### src/opmc_params.svh
/*
 Address, width and code constants for the operating mode controller.
 Assumes inclusion by bare name from the package and design modules.
*/
`ifndef OPMC_PARAMS_SVH
`define OPMC_PARAMS_SVH
`define OPMC_VEC_HI_ADDR 16'hFFFE
`define OPMC_VEC_LO_ADDR 16'hFFFF
`define OPMC_ADDR_W 16
`define OPMC_STAT_OK 2'h0
`define OPMC_STAT_STOP_WAIT 2'h1
`define OPMC_STAT_ILLEGAL 2'h2
`define OPMC_CMD_W 3
`endif

### src/opmc_pkg.sv
/*
 Types shared by the operating mode controller.
 Assumes the params header is reachable on the include path.
*/
`include "opmc_params.svh"
package opmc_pkg;
   typedef enum logic [2:0]
   {
      OPMC_CMD_NONE = 3'h0,
      OPMC_CMD_MEM = 3'h1,
      OPMC_CMD_MEM_STAT = 3'h2,
      OPMC_CMD_CTRL_REG = 3'h3,
      OPMC_CMD_HALT = 3'h4,
      OPMC_CMD_CPU_REG = 3'h5,
      OPMC_CMD_TRACE = 3'h6,
      OPMC_CMD_RESUME = 3'h7
   } opmc_cmd_type;
   typedef struct packed
   {
      logic valid;
      opmc_cmd_type cmd;
   } opmc_dbg_req_type;
   typedef struct packed
   {
      logic accept;
      logic do_access;
      logic [1:0] status;
   } opmc_dbg_rsp_type;
endpackage : opmc_pkg

### src/opmc_mode_ctrl.sv
/*
 Operating mode controller: run, active debug and wait modes.
 Assumes a CPU core that reports instruction events as one-cycle pulses,
 a debug serial engine that presents decoded commands, and a pin pad.
*/
// Functional notes
// [RQ1] Pin high at reset exit: run mode
// [RQ2] Run start fetches vector at FFFE:FFFF
// [RQ3] Pin low at reset exit: debug mode
// [RQ4] Halt command enters debug mode
// [RQ5] Enter-debug instruction enters debug mode
// [RQ6] Either breakpoint source enters debug mode
// [RQ7] Debug mode suspends user execution
// [RQ8] Non-intrusive commands accepted in run, debug
// [RQ9] Active-debug commands only in debug mode
// [RQ10] Trace runs one instruction, back to debug
// [RQ11] Resume leaves debug, continues user code
// [RQ12] Wait instruction gates the processor clock
// [RQ13] Wait keeps system clock, regulation on
// [RQ14] Wait entry clears interrupt mask bit
// [RQ15] Interrupt ends wait, starts stacking
// [RQ16] Wait accepts only halt, status-memory commands
// [RQ17] Status-memory in wait: no access, report
// [RQ18] Halt in wait goes to debug
// [RQ19] Shared pin defaults to mode/debug function
// [RQ20] Pin sampled once at reset release
`timescale 1ns/1ps
`default_nettype none
`include "opmc_params.svh"
module opmc_mode_ctrl
(
   // Clock and reset
   input wire logic core_clk,
   input wire logic reset,
   // Shared pin pad
   input wire logic mode_select_debug_pin_in,
   output logic pin_mux_debug_sel,
   // CPU events
   input wire logic enter_debug_instruction,
   input wire logic wait_instruction,
   input wire logic instr_done,
   input wire logic irq_request,
   // Breakpoint sources
   input wire logic ctrl_breakpoint_hit,
   input wire logic onchip_breakpoint_hit,
   // Debug command port
   input wire opmc_pkg::opmc_dbg_req_type dbg_req,
   output opmc_pkg::opmc_dbg_rsp_type dbg_rsp,
   // Core control
   output logic cpu_run_en,
   output logic cpu_clk_en,
   output logic sys_clk_en,
   output logic regulator_full,
   output logic vector_fetch,
   output logic [`OPMC_ADDR_W-1:0] vector_addr,
   output logic clear_int_mask,
   output logic irq_stacking,
   output logic in_debug,
   output logic in_wait
);
   typedef enum logic [5:0]
   {
      ST_RESET = 6'b000001,
      ST_VECTOR = 6'b000010,
      ST_RUN = 6'b000100,
      ST_DEBUG = 6'b001000,
      ST_TRACE = 6'b010000,
      ST_WAIT = 6'b100000
   } opmc_state_type;

   opmc_state_type state_reg;
   opmc_state_type state_next;
   logic pin_sync;
   logic vec_half_reg;
   logic vec_half_next;
   logic clr_mask_reg;
   logic stack_reg;
   logic fetch_reg;
   logic [`OPMC_ADDR_W-1:0] vaddr_reg;
   logic [`OPMC_ADDR_W-1:0] vaddr_next;
   opmc_pkg::opmc_dbg_rsp_type rsp_reg;
   opmc_pkg::opmc_dbg_rsp_type rsp_next;

   opmc_sync3 #(
      .RESET_VALUE(1'b1)
   )
   u_pin_sync
   (
      .core_clk(core_clk),
      .reset(reset),
      .async_in(mode_select_debug_pin_in),
      .sync_out(pin_sync)
   );

   // Command classes
   wire cmd_valid = dbg_req.valid;
   wire cmd_halt = cmd_valid && (dbg_req.cmd == opmc_pkg::OPMC_CMD_HALT);
   wire cmd_mstat = cmd_valid && (dbg_req.cmd == opmc_pkg::OPMC_CMD_MEM_STAT);
   wire cmd_nonintr = cmd_valid && (dbg_req.cmd == opmc_pkg::OPMC_CMD_MEM
      || dbg_req.cmd == opmc_pkg::OPMC_CMD_MEM_STAT
      || dbg_req.cmd == opmc_pkg::OPMC_CMD_CTRL_REG
      || dbg_req.cmd == opmc_pkg::OPMC_CMD_HALT);
   wire cmd_active = cmd_valid && (dbg_req.cmd == opmc_pkg::OPMC_CMD_CPU_REG
      || dbg_req.cmd == opmc_pkg::OPMC_CMD_TRACE
      || dbg_req.cmd == opmc_pkg::OPMC_CMD_RESUME);
   wire st_run = (state_reg == ST_RUN);
   wire st_dbg = (state_reg == ST_DEBUG);
   wire st_wait = (state_reg == ST_WAIT);
   wire bkpt_hit = ctrl_breakpoint_hit || onchip_breakpoint_hit; // RQ6
   wire go_debug_run = (cmd_halt || enter_debug_instruction || bkpt_hit); // RQ4 RQ5 RQ6
   wire accept_run = st_run && cmd_nonintr; // RQ8
   wire accept_dbg = st_dbg && (cmd_nonintr || cmd_active); // RQ8 RQ9
   wire accept_wait = st_wait && (cmd_halt || cmd_mstat); // RQ16
   wire accept_any = accept_run || accept_dbg || accept_wait;

   always_comb
   begin
      state_next = state_reg;
      vec_half_next = 1'b0;
      vaddr_next = vaddr_reg;
      case (state_reg)
         ST_RESET:
         begin
            if (pin_sync) // RQ20
            begin
               state_next = ST_VECTOR; // RQ1
               vaddr_next = `OPMC_VEC_HI_ADDR; // RQ2
            end
            else
            begin
               state_next = ST_DEBUG; // RQ3
            end
         end
         ST_VECTOR:
         begin
            if (!vec_half_reg)
            begin
               vec_half_next = 1'b1;
               vaddr_next = `OPMC_VEC_LO_ADDR; // RQ2
            end
            else
            begin
               state_next = ST_RUN;
            end
         end
         ST_RUN:
         begin
            if (go_debug_run)
            begin
               state_next = ST_DEBUG;
            end
            else if (wait_instruction)
            begin
               state_next = ST_WAIT; // RQ12
            end
         end
         ST_DEBUG:
         begin
            if (cmd_valid && dbg_req.cmd == opmc_pkg::OPMC_CMD_TRACE)
            begin
               state_next = ST_TRACE; // RQ10
            end
            else if (cmd_valid && dbg_req.cmd == opmc_pkg::OPMC_CMD_RESUME)
            begin
               state_next = ST_RUN; // RQ11
            end
         end
         ST_TRACE:
         begin
            if (instr_done)
            begin
               state_next = ST_DEBUG; // RQ10
            end
         end
         ST_WAIT:
         begin
            if (cmd_halt)
            begin
               state_next = ST_DEBUG; // RQ18
            end
            else if (irq_request)
            begin
               state_next = ST_RUN; // RQ15
            end
         end
         default:
         begin
            state_next = ST_RESET;
         end
      endcase
   end

   // Response to accepted or refused commands
   always_comb
   begin
      rsp_next = '0;
      if (cmd_valid)
      begin
         rsp_next.accept = accept_any;
         rsp_next.do_access = accept_any && !st_wait; // RQ17
         if (accept_wait && cmd_mstat)
         begin
            rsp_next.status = `OPMC_STAT_STOP_WAIT; // RQ17
         end
         else if (!accept_any)
         begin
            rsp_next.status = `OPMC_STAT_ILLEGAL; // RQ9 RQ16
         end
         else
         begin
            rsp_next.status = `OPMC_STAT_OK;
         end
      end
   end

   always_ff @(posedge core_clk)
   begin
      if (reset)
      begin
         state_reg <= ST_RESET;
         vec_half_reg <= 1'b0;
         vaddr_reg <= '0;
         rsp_reg <= '0;
      end
      else
      begin
         state_reg <= state_next;
         vec_half_reg <= vec_half_next;
         vaddr_reg <= vaddr_next;
         rsp_reg <= rsp_next;
      end
   end

   always_ff @(posedge core_clk)
   begin
      if (reset)
      begin
         clr_mask_reg <= 1'b0;
         stack_reg <= 1'b0;
         fetch_reg <= 1'b0;
      end
      else
      begin
         clr_mask_reg <= st_run && !go_debug_run && wait_instruction; // RQ14
         stack_reg <= st_wait && !cmd_halt && irq_request; // RQ15
         fetch_reg <= (state_next == ST_VECTOR); // RQ2
      end
   end

   assign pin_mux_debug_sel = 1'b1; // RQ19
   assign cpu_run_en = st_run || (state_reg == ST_TRACE); // RQ7
   assign cpu_clk_en = !st_wait; // RQ12
   assign sys_clk_en = 1'b1; // RQ13
   assign regulator_full = 1'b1; // RQ13
   assign vector_fetch = fetch_reg;
   assign vector_addr = vaddr_reg;
   assign clear_int_mask = clr_mask_reg;
   assign irq_stacking = stack_reg;
   assign in_debug = st_dbg || (state_reg == ST_TRACE);
   assign in_wait = st_wait;
   assign dbg_rsp = rsp_reg;

   property p_pin_low_debug;
      @(posedge core_clk) disable iff (reset)
      (state_reg == ST_RESET && !pin_sync) |=> (state_reg == ST_DEBUG);
   endproperty
   a_pin_low_debug: assert property (p_pin_low_debug) else $error("pin low no debug"); // RQ3

   property p_pin_high_vector;
      @(posedge core_clk) disable iff (reset)
      (state_reg == ST_RESET && pin_sync) |=> vector_fetch ##1 (vector_fetch
         && vector_addr == `OPMC_VEC_LO_ADDR) ##1 st_run;
   endproperty
   a_pin_high_vector: assert property (p_pin_high_vector) else $error("bad vector fetch"); // RQ1

   property p_bkpt_debug;
      @(posedge core_clk) disable iff (reset)
      (st_run && bkpt_hit) |=> st_dbg;
   endproperty
   a_bkpt_debug: assert property (p_bkpt_debug) else $error("breakpoint missed"); // RQ6

   property p_debug_suspend;
      @(posedge core_clk) disable iff (reset)
      st_dbg |-> !cpu_run_en;
   endproperty
   a_debug_suspend: assert property (p_debug_suspend) else $error("cpu runs in debug"); // RQ7

   property p_active_refused_run;
      @(posedge core_clk) disable iff (reset)
      (st_run && cmd_active) |=> (!dbg_rsp.accept && dbg_rsp.status == `OPMC_STAT_ILLEGAL);
   endproperty
   a_active_refused_run: assert property (p_active_refused_run) else $error("active cmd in run"); // RQ9

   property p_trace_one;
      @(posedge core_clk) disable iff (reset)
      (state_reg == ST_TRACE && instr_done) |=> st_dbg && !cpu_run_en;
   endproperty
   a_trace_one: assert property (p_trace_one) else $error("trace not one"); // RQ10

   property p_wait_mask;
      @(posedge core_clk) disable iff (reset)
      (st_run && !go_debug_run && wait_instruction) |=> clear_int_mask && in_wait && !cpu_clk_en;
   endproperty
   a_wait_mask: assert property (p_wait_mask) else $error("wait entry wrong"); // RQ14

   property p_wait_irq;
      @(posedge core_clk) disable iff (reset)
      (st_wait && irq_request && !cmd_halt) |=> st_run && irq_stacking;
   endproperty
   a_wait_irq: assert property (p_wait_irq) else $error("irq wake failed"); // RQ15

   property p_wait_status;
      @(posedge core_clk) disable iff (reset)
      (st_wait && cmd_mstat) |=> (dbg_rsp.accept && !dbg_rsp.do_access
         && dbg_rsp.status == `OPMC_STAT_STOP_WAIT);
   endproperty
   a_wait_status: assert property (p_wait_status) else $error("wait status wrong"); // RQ17

   property p_wait_halt;
      @(posedge core_clk) disable iff (reset)
      (st_wait && cmd_halt) |=> st_dbg;
   endproperty
   a_wait_halt: assert property (p_wait_halt) else $error("halt in wait failed"); // RQ18

   property p_halt_run;
      @(posedge core_clk) disable iff (reset)
      (st_run && cmd_halt) |=> (st_dbg && dbg_rsp.accept);
   endproperty
   a_halt_run: assert property (p_halt_run) else $error("halt in run failed"); // RQ4

   property p_nonintr_run;
      @(posedge core_clk) disable iff (reset)
      (st_run && cmd_nonintr) |=> (dbg_rsp.accept && dbg_rsp.status == `OPMC_STAT_OK);
   endproperty
   a_nonintr_run: assert property (p_nonintr_run) else $error("run cmd refused"); // RQ8

   property p_resume_dbg;
      @(posedge core_clk) disable iff (reset)
      (st_dbg && cmd_valid && dbg_req.cmd == opmc_pkg::OPMC_CMD_RESUME) |=> (st_run
         && cpu_run_en);
   endproperty
   a_resume_dbg: assert property (p_resume_dbg) else $error("resume failed"); // RQ11

   property p_wait_refuse;
      @(posedge core_clk) disable iff (reset)
      (st_wait && cmd_valid && !cmd_halt && !cmd_mstat) |=> (!dbg_rsp.accept
         && dbg_rsp.status == `OPMC_STAT_ILLEGAL);
   endproperty
   a_wait_refuse: assert property (p_wait_refuse) else $error("wait cmd accepted"); // RQ16
endmodule : opmc_mode_ctrl
`default_nettype wire

### src/opmc_sync3.sv
/*
 Three flip-flop input synchroniser with agreement filter.
 Assumes a single clock domain and a synchronous active-high reset.
*/
`timescale 1ns/1ps
`default_nettype none
module opmc_sync3 #(
   parameter logic RESET_VALUE = 1'b1
)
(
   // Clock and reset
   input wire logic core_clk,
   input wire logic reset,
   // Pin side
   input wire logic async_in,
   // Core side
   output logic sync_out
);
   logic s1_reg;
   logic s2_reg;
   logic s3_reg;
   logic out_reg;
   logic out_next;
   assign out_next = (s2_reg == s3_reg) ? s3_reg : out_reg;
   // Chain keeps sampling through reset so the level held at release is seen
   always_ff @(posedge core_clk)
   begin
      s1_reg <= async_in;
      s2_reg <= s1_reg;
      s3_reg <= s2_reg;
   end

   always_ff @(posedge core_clk)
   begin
      if (reset)
      begin
         out_reg <= (s2_reg == s3_reg) ? s3_reg : RESET_VALUE;
      end
      else
      begin
         out_reg <= out_next;
      end
   end
   assign sync_out = out_reg;
endmodule : opmc_sync3
`default_nettype wire

### config.mk
export PLATFORM = sky130hd
export DESIGN_NAME = opmc_mode_ctrl
export DESIGN_NICKNAME = d
export VERILOG_FILES = /design/src/opmc_pkg.sv /design/src/opmc_mode_ctrl.sv /design/src/opmc_sync3.sv
export VERILOG_INCLUDE_DIRS = /design/src /design/src/src
export SDC_FILE = /design/constraint.sdc
export NUM_CORES = 1
export LEC_CHECK = 0
export BUFFER_PORTS_ARGS = -buffer_cell sky130_fd_sc_hd__clkbuf_2
export CAP_MARGIN = 10
export CORE_MARGIN = 3
export CORE_UTILIZATION = 35
export DETAILED_ROUTE_END_ITERATION = 16
export MAX_ROUTING_LAYER = met4
export PLACE_DENSITY = 0.71
export SLEW_MARGIN = 20
export SYNTH_ARGS = -nofsm -noshare
export SYNTH_HDL_FRONTEND = slang
export SYNTH_SLANG_ARGS = --single-unit
### constraint.sdc
create_clock -name core_clk -period 1.6 [get_ports core_clk]
set_input_delay 0.08 -clock core_clk [delete_from_list [all_inputs] [get_ports core_clk]]
set_output_delay 0.08 -clock core_clk [all_outputs]
set_load 0.02 [all_outputs]
==> out/results.ini <==
[synthesis]
synth_area_leaders = sky130_fd_sc_hd__dfxtp_1 (35%), sky130_fd_sc_hd__buf_4 (12%), sky130_fd_sc_hd__nor2_1 (3.8%)
asyncSetResetFlopFracSynth = 0
post_synth_edffs = 1
synth.cell_area_mm2 = 0.00110
synth_area_per_cell_um2 = 9.03
yosysSeqAreaShare = 0.373
synth_cell_types = 43
number_of_storage_elements_in_the_synthesis_netlist = 20
synth-main-ff-cell = sky130_fd_sc_hd__dfxtp_1
yosys_warnings = 0
yosys.area.top_type_share = 0.345
post-synth-top-area-cell = sky130_fd_sc_hd__dfxtp_1
synthesis.instances = 122

[setup_path]
critical_path_sink_type = output port
timing.setup.critical_path_class = register to output port
rrSetupSlack_ns = 0.07
slowest_delay_ns = 0.49
timing.critical_path.fanout_max = 7
r2r.worst_path.cells = 6
worst-endpoint-arrival_ns = 1.45
crit-reg2reg-capture = state_reg[2]$_SDFF_PP0_
rr_startpoint = state_reg[4]$_SDFF_PP0_
setup.worst_path.start_class = register
cell_chain_critical_path = nor2b_2 -> nand2_4 -> inv_2 -> clkbuf_2
worst_path_max_delay_cell = sky130_fd_sc_hd__dfxtp_1
cp_num_buf_inv = 2
critPathRequiredTime_ns = 1.52
crit_start = state_reg[5]$_SDFF_PP0_
critPathTopFamily = flip-flops

[timing]
setup_viol_count_final = 0
number_of_pins_with_negative_max_slew_slack_in_the_final_report = 0
rsz_0062_raised_after_global_routing = yes
final-hold-violation-count = 0
clock.fmax_mhz = 654
period_minus_slack_ns = 1.53
skew_ns = 0.00872
timing.final.crit_share = 0.956
hold_ws_ns = 0.0356

[placement]
dp_cells = 190
place.port_buffers = 39
dpl.hpwl_um = 1930
gp_congestion = 0.935

[grt]
grt.total_usage = 0.139
grt_first_pass_wirelength_um = 3860
antenna_found_initial = 0
grt_pass1_vias = 862
grt_max_degree = 17
grt.overflow.total = 0

[die]
die_w_um = 62.1
initial_core_utilization = 0.383
floorplan.die.height_um = 62.1
die_area_mm2 = 0.00386
fp.coreArea_mm2 = 0.00288
rows = 19
num_io_pins = 43

[min_path]
hold_path_class = primary input to register
hp-start = dbg_req[0]
holdPathStages = 2
timing.hold.worst_endpoint = dbg_rsp[0]$_SDFF_PP0_

[run_status]
run_status = complete, no violations

[routing]
detailroute.via_count = 972
routed_wirelength_um = 2600
drt_iter0_drc = 77
drt-vias-per-instance = 4.93
drc = 0
1st_pass_router_iterations = 4
route.detailed.wl_per_inst_um = 13.2
drtAntennaViolNets = 0

[cells_and_area]
flow.area_growth_from_synthesis_pct = 24.4
fin_nets = 170
layout.cells.non_filler = 197
layout-drive-gt1-share = 0.458
diodes = 0
layout.filler_cells = 278
largest_register_ff_count = 6

[clock_tree]
cts_sinks = 20
cts_htree_levels = 1
tritoncts.num_buffers = 3
clk_pin_slew_worst_paths_ns = 0.13
cts_root_buffer = sky130_fd_sc_hd__clkbuf_4
cts-root-to-sink-buffers = 2
cts_tree = done
clkLatencyLatePin_ns = 0.31

[flow_run]
cap_viol_max_count = 0

[power_and_ir_drop]
cellPowerDensity_mw_per_mm2 = 1440
maximum_resistive_drop_on_vdd_mv = 0.507
power.static_leakage_nw = 0.615

kinds of logic after synthesis:
family | after synthesis | share of synthesized area
compound gates | 24 | 0.168
xor+xnor | 2 | 0.0159
fa+ha+maj | 1 | 0.0114
buf+inv | 26 | 0.160
flops | 20 | 0.373
other cells | 1 | 0.00341
simple gates | 48 | 0.268
cells in the final DEF, fill, tap and decap left out, types with 2 or more instances in the layout:
cell,count
sky130_fd_sc_hd__inv_1,5
sky130_fd_sc_hd__buf_4,7
sky130_fd_sc_hd__conb_1,3
sky130_fd_sc_hd__nor4_4,2
sky130_fd_sc_hd__a21oi_1,4
sky130_fd_sc_hd__nor2_1,11
sky130_fd_sc_hd__o31ai_1,2
sky130_fd_sc_hd__xor2_1,2
sky130_fd_sc_hd__nand3_1,2
sky130_fd_sc_hd__nand3b_1,2
sky130_fd_sc_hd__dfxtp_4,2
sky130_fd_sc_hd__nor3_1,3
sky130_fd_sc_hd__nand2_1,8
sky130_fd_sc_hd__clkbuf_4,3
sky130_fd_sc_hd__clkbuf_2,37
sky130_fd_sc_hd__a31oi_1,2
sky130_fd_sc_hd__nand4_1,3
sky130_fd_sc_hd__nand2b_1,2
sky130_fd_sc_hd__o21ai_0,2
sky130_fd_sc_hd__dfxtp_1,15
sky130_fd_sc_hd__o22a_1,3
sky130_fd_sc_hd__inv_2,2
sky130_fd_sc_hd__o22ai_1,2
sky130_fd_sc_hd__dfxtp_2,2
worst max-delay path by stage:
stage,end,cells past startpoint
finish,in_wait,4
global route,vector_addr[0]$_SDFFE_PP0P_,5
CTS,vector_addr[0]$_SDFFE_PP0P_,5
detailed placement,vector_addr[0]$_SDFFE_PP0P_,5
global placement,vector_addr[0]$_SDFFE_PP0P_,5
floorplan,state_reg[5]$_SDFF_PP0_,6
through the flow:
step                      area, µm²  TNS (ns)  worst slack (ns)  power (mW)   util
after floorplan                1110         0             0.181        1.39      -
after global placement         1240         0             0.116        1.48  0.430
after detailed placement       1240         0            0.0450        1.49  0.430
after CTS                      1320         0           0.00163        1.94  0.458
after global routing           1370    -0.135           -0.0652        2.08  0.476
final                          1370         0            0.0705        1.97  0.476
cell usage after synthesis, drive strengths merged, types with 2 or more instances:
cell / number
nand2: 10
o31ai: 2
xor2: 2
a21oi: 5
a31oi: 2
nand3b: 2
o21ai: 3
buf: 19
o22a: 3
o22ai: 2
nand2b: 2
nand3: 3
nor4: 4
nor3: 5
o21bai: 2
nand4: 3
inv: 7
nor2: 11
dfxtp: 19
final cells by class:
class / count / area (µm²) / area share
clock buffer: 3 / 22.5 / 0.0164
inverter: 7 / 26.3 / 0.0192
timing repair buffer: 46 / 259 / 0.189
tap: 42 / 52.6 / 0.0384
sequential: 20 / 420 / 0.307
clock inverter: 1 / 30.0 / 0.0219
multi-input combinational: 78 / 559 / 0.408
what timing repair did:
action | 4_1_cts | 5_1_grt
setup buffers | 1 | 1
hold buffers | 1 | 0
hold endpoints to repair | 1 | 0
pin swaps | 1 | 8
setup endpoints to repair | 3 | 7
resized for setup | 3 | 16
cloned | 0 | 0
worst register-to-register path, stage by stage, from the launching register on:
cell,delay [ns]
sky130_fd_sc_hd__dfxtp_2,0.39
sky130_fd_sc_hd__nor4_2,0.32
sky130_fd_sc_hd__nand3b_1,0.21
sky130_fd_sc_hd__buf_4,0.19
sky130_fd_sc_hd__o21ai_1,0.08
sky130_fd_sc_hd__o22ai_1,0.10
sky130_fd_sc_hd__a31oi_1,0.16
power breakdown:
group | switching [mW] | internal (mW)
sequential | 0.135 | 0.575
clock | 0.167 | 0.253
combinational | 0.512 | 0.331
layer usage:
| metal | routed length (µm) | GRT usage | up-vias |
|---|---|---|---|
| met3 | 113 | 0.0248 | 4 |
| li1 | - | - | 478 |
| met1 | 1060 | 0.174 | 456 |
| met5 | 0 | - | - |
| met4 | 39 | 0.0606 | 0 |
| met2 | 1390 | 0.219 | 34 |
Power figures use the tool's default switching activity.
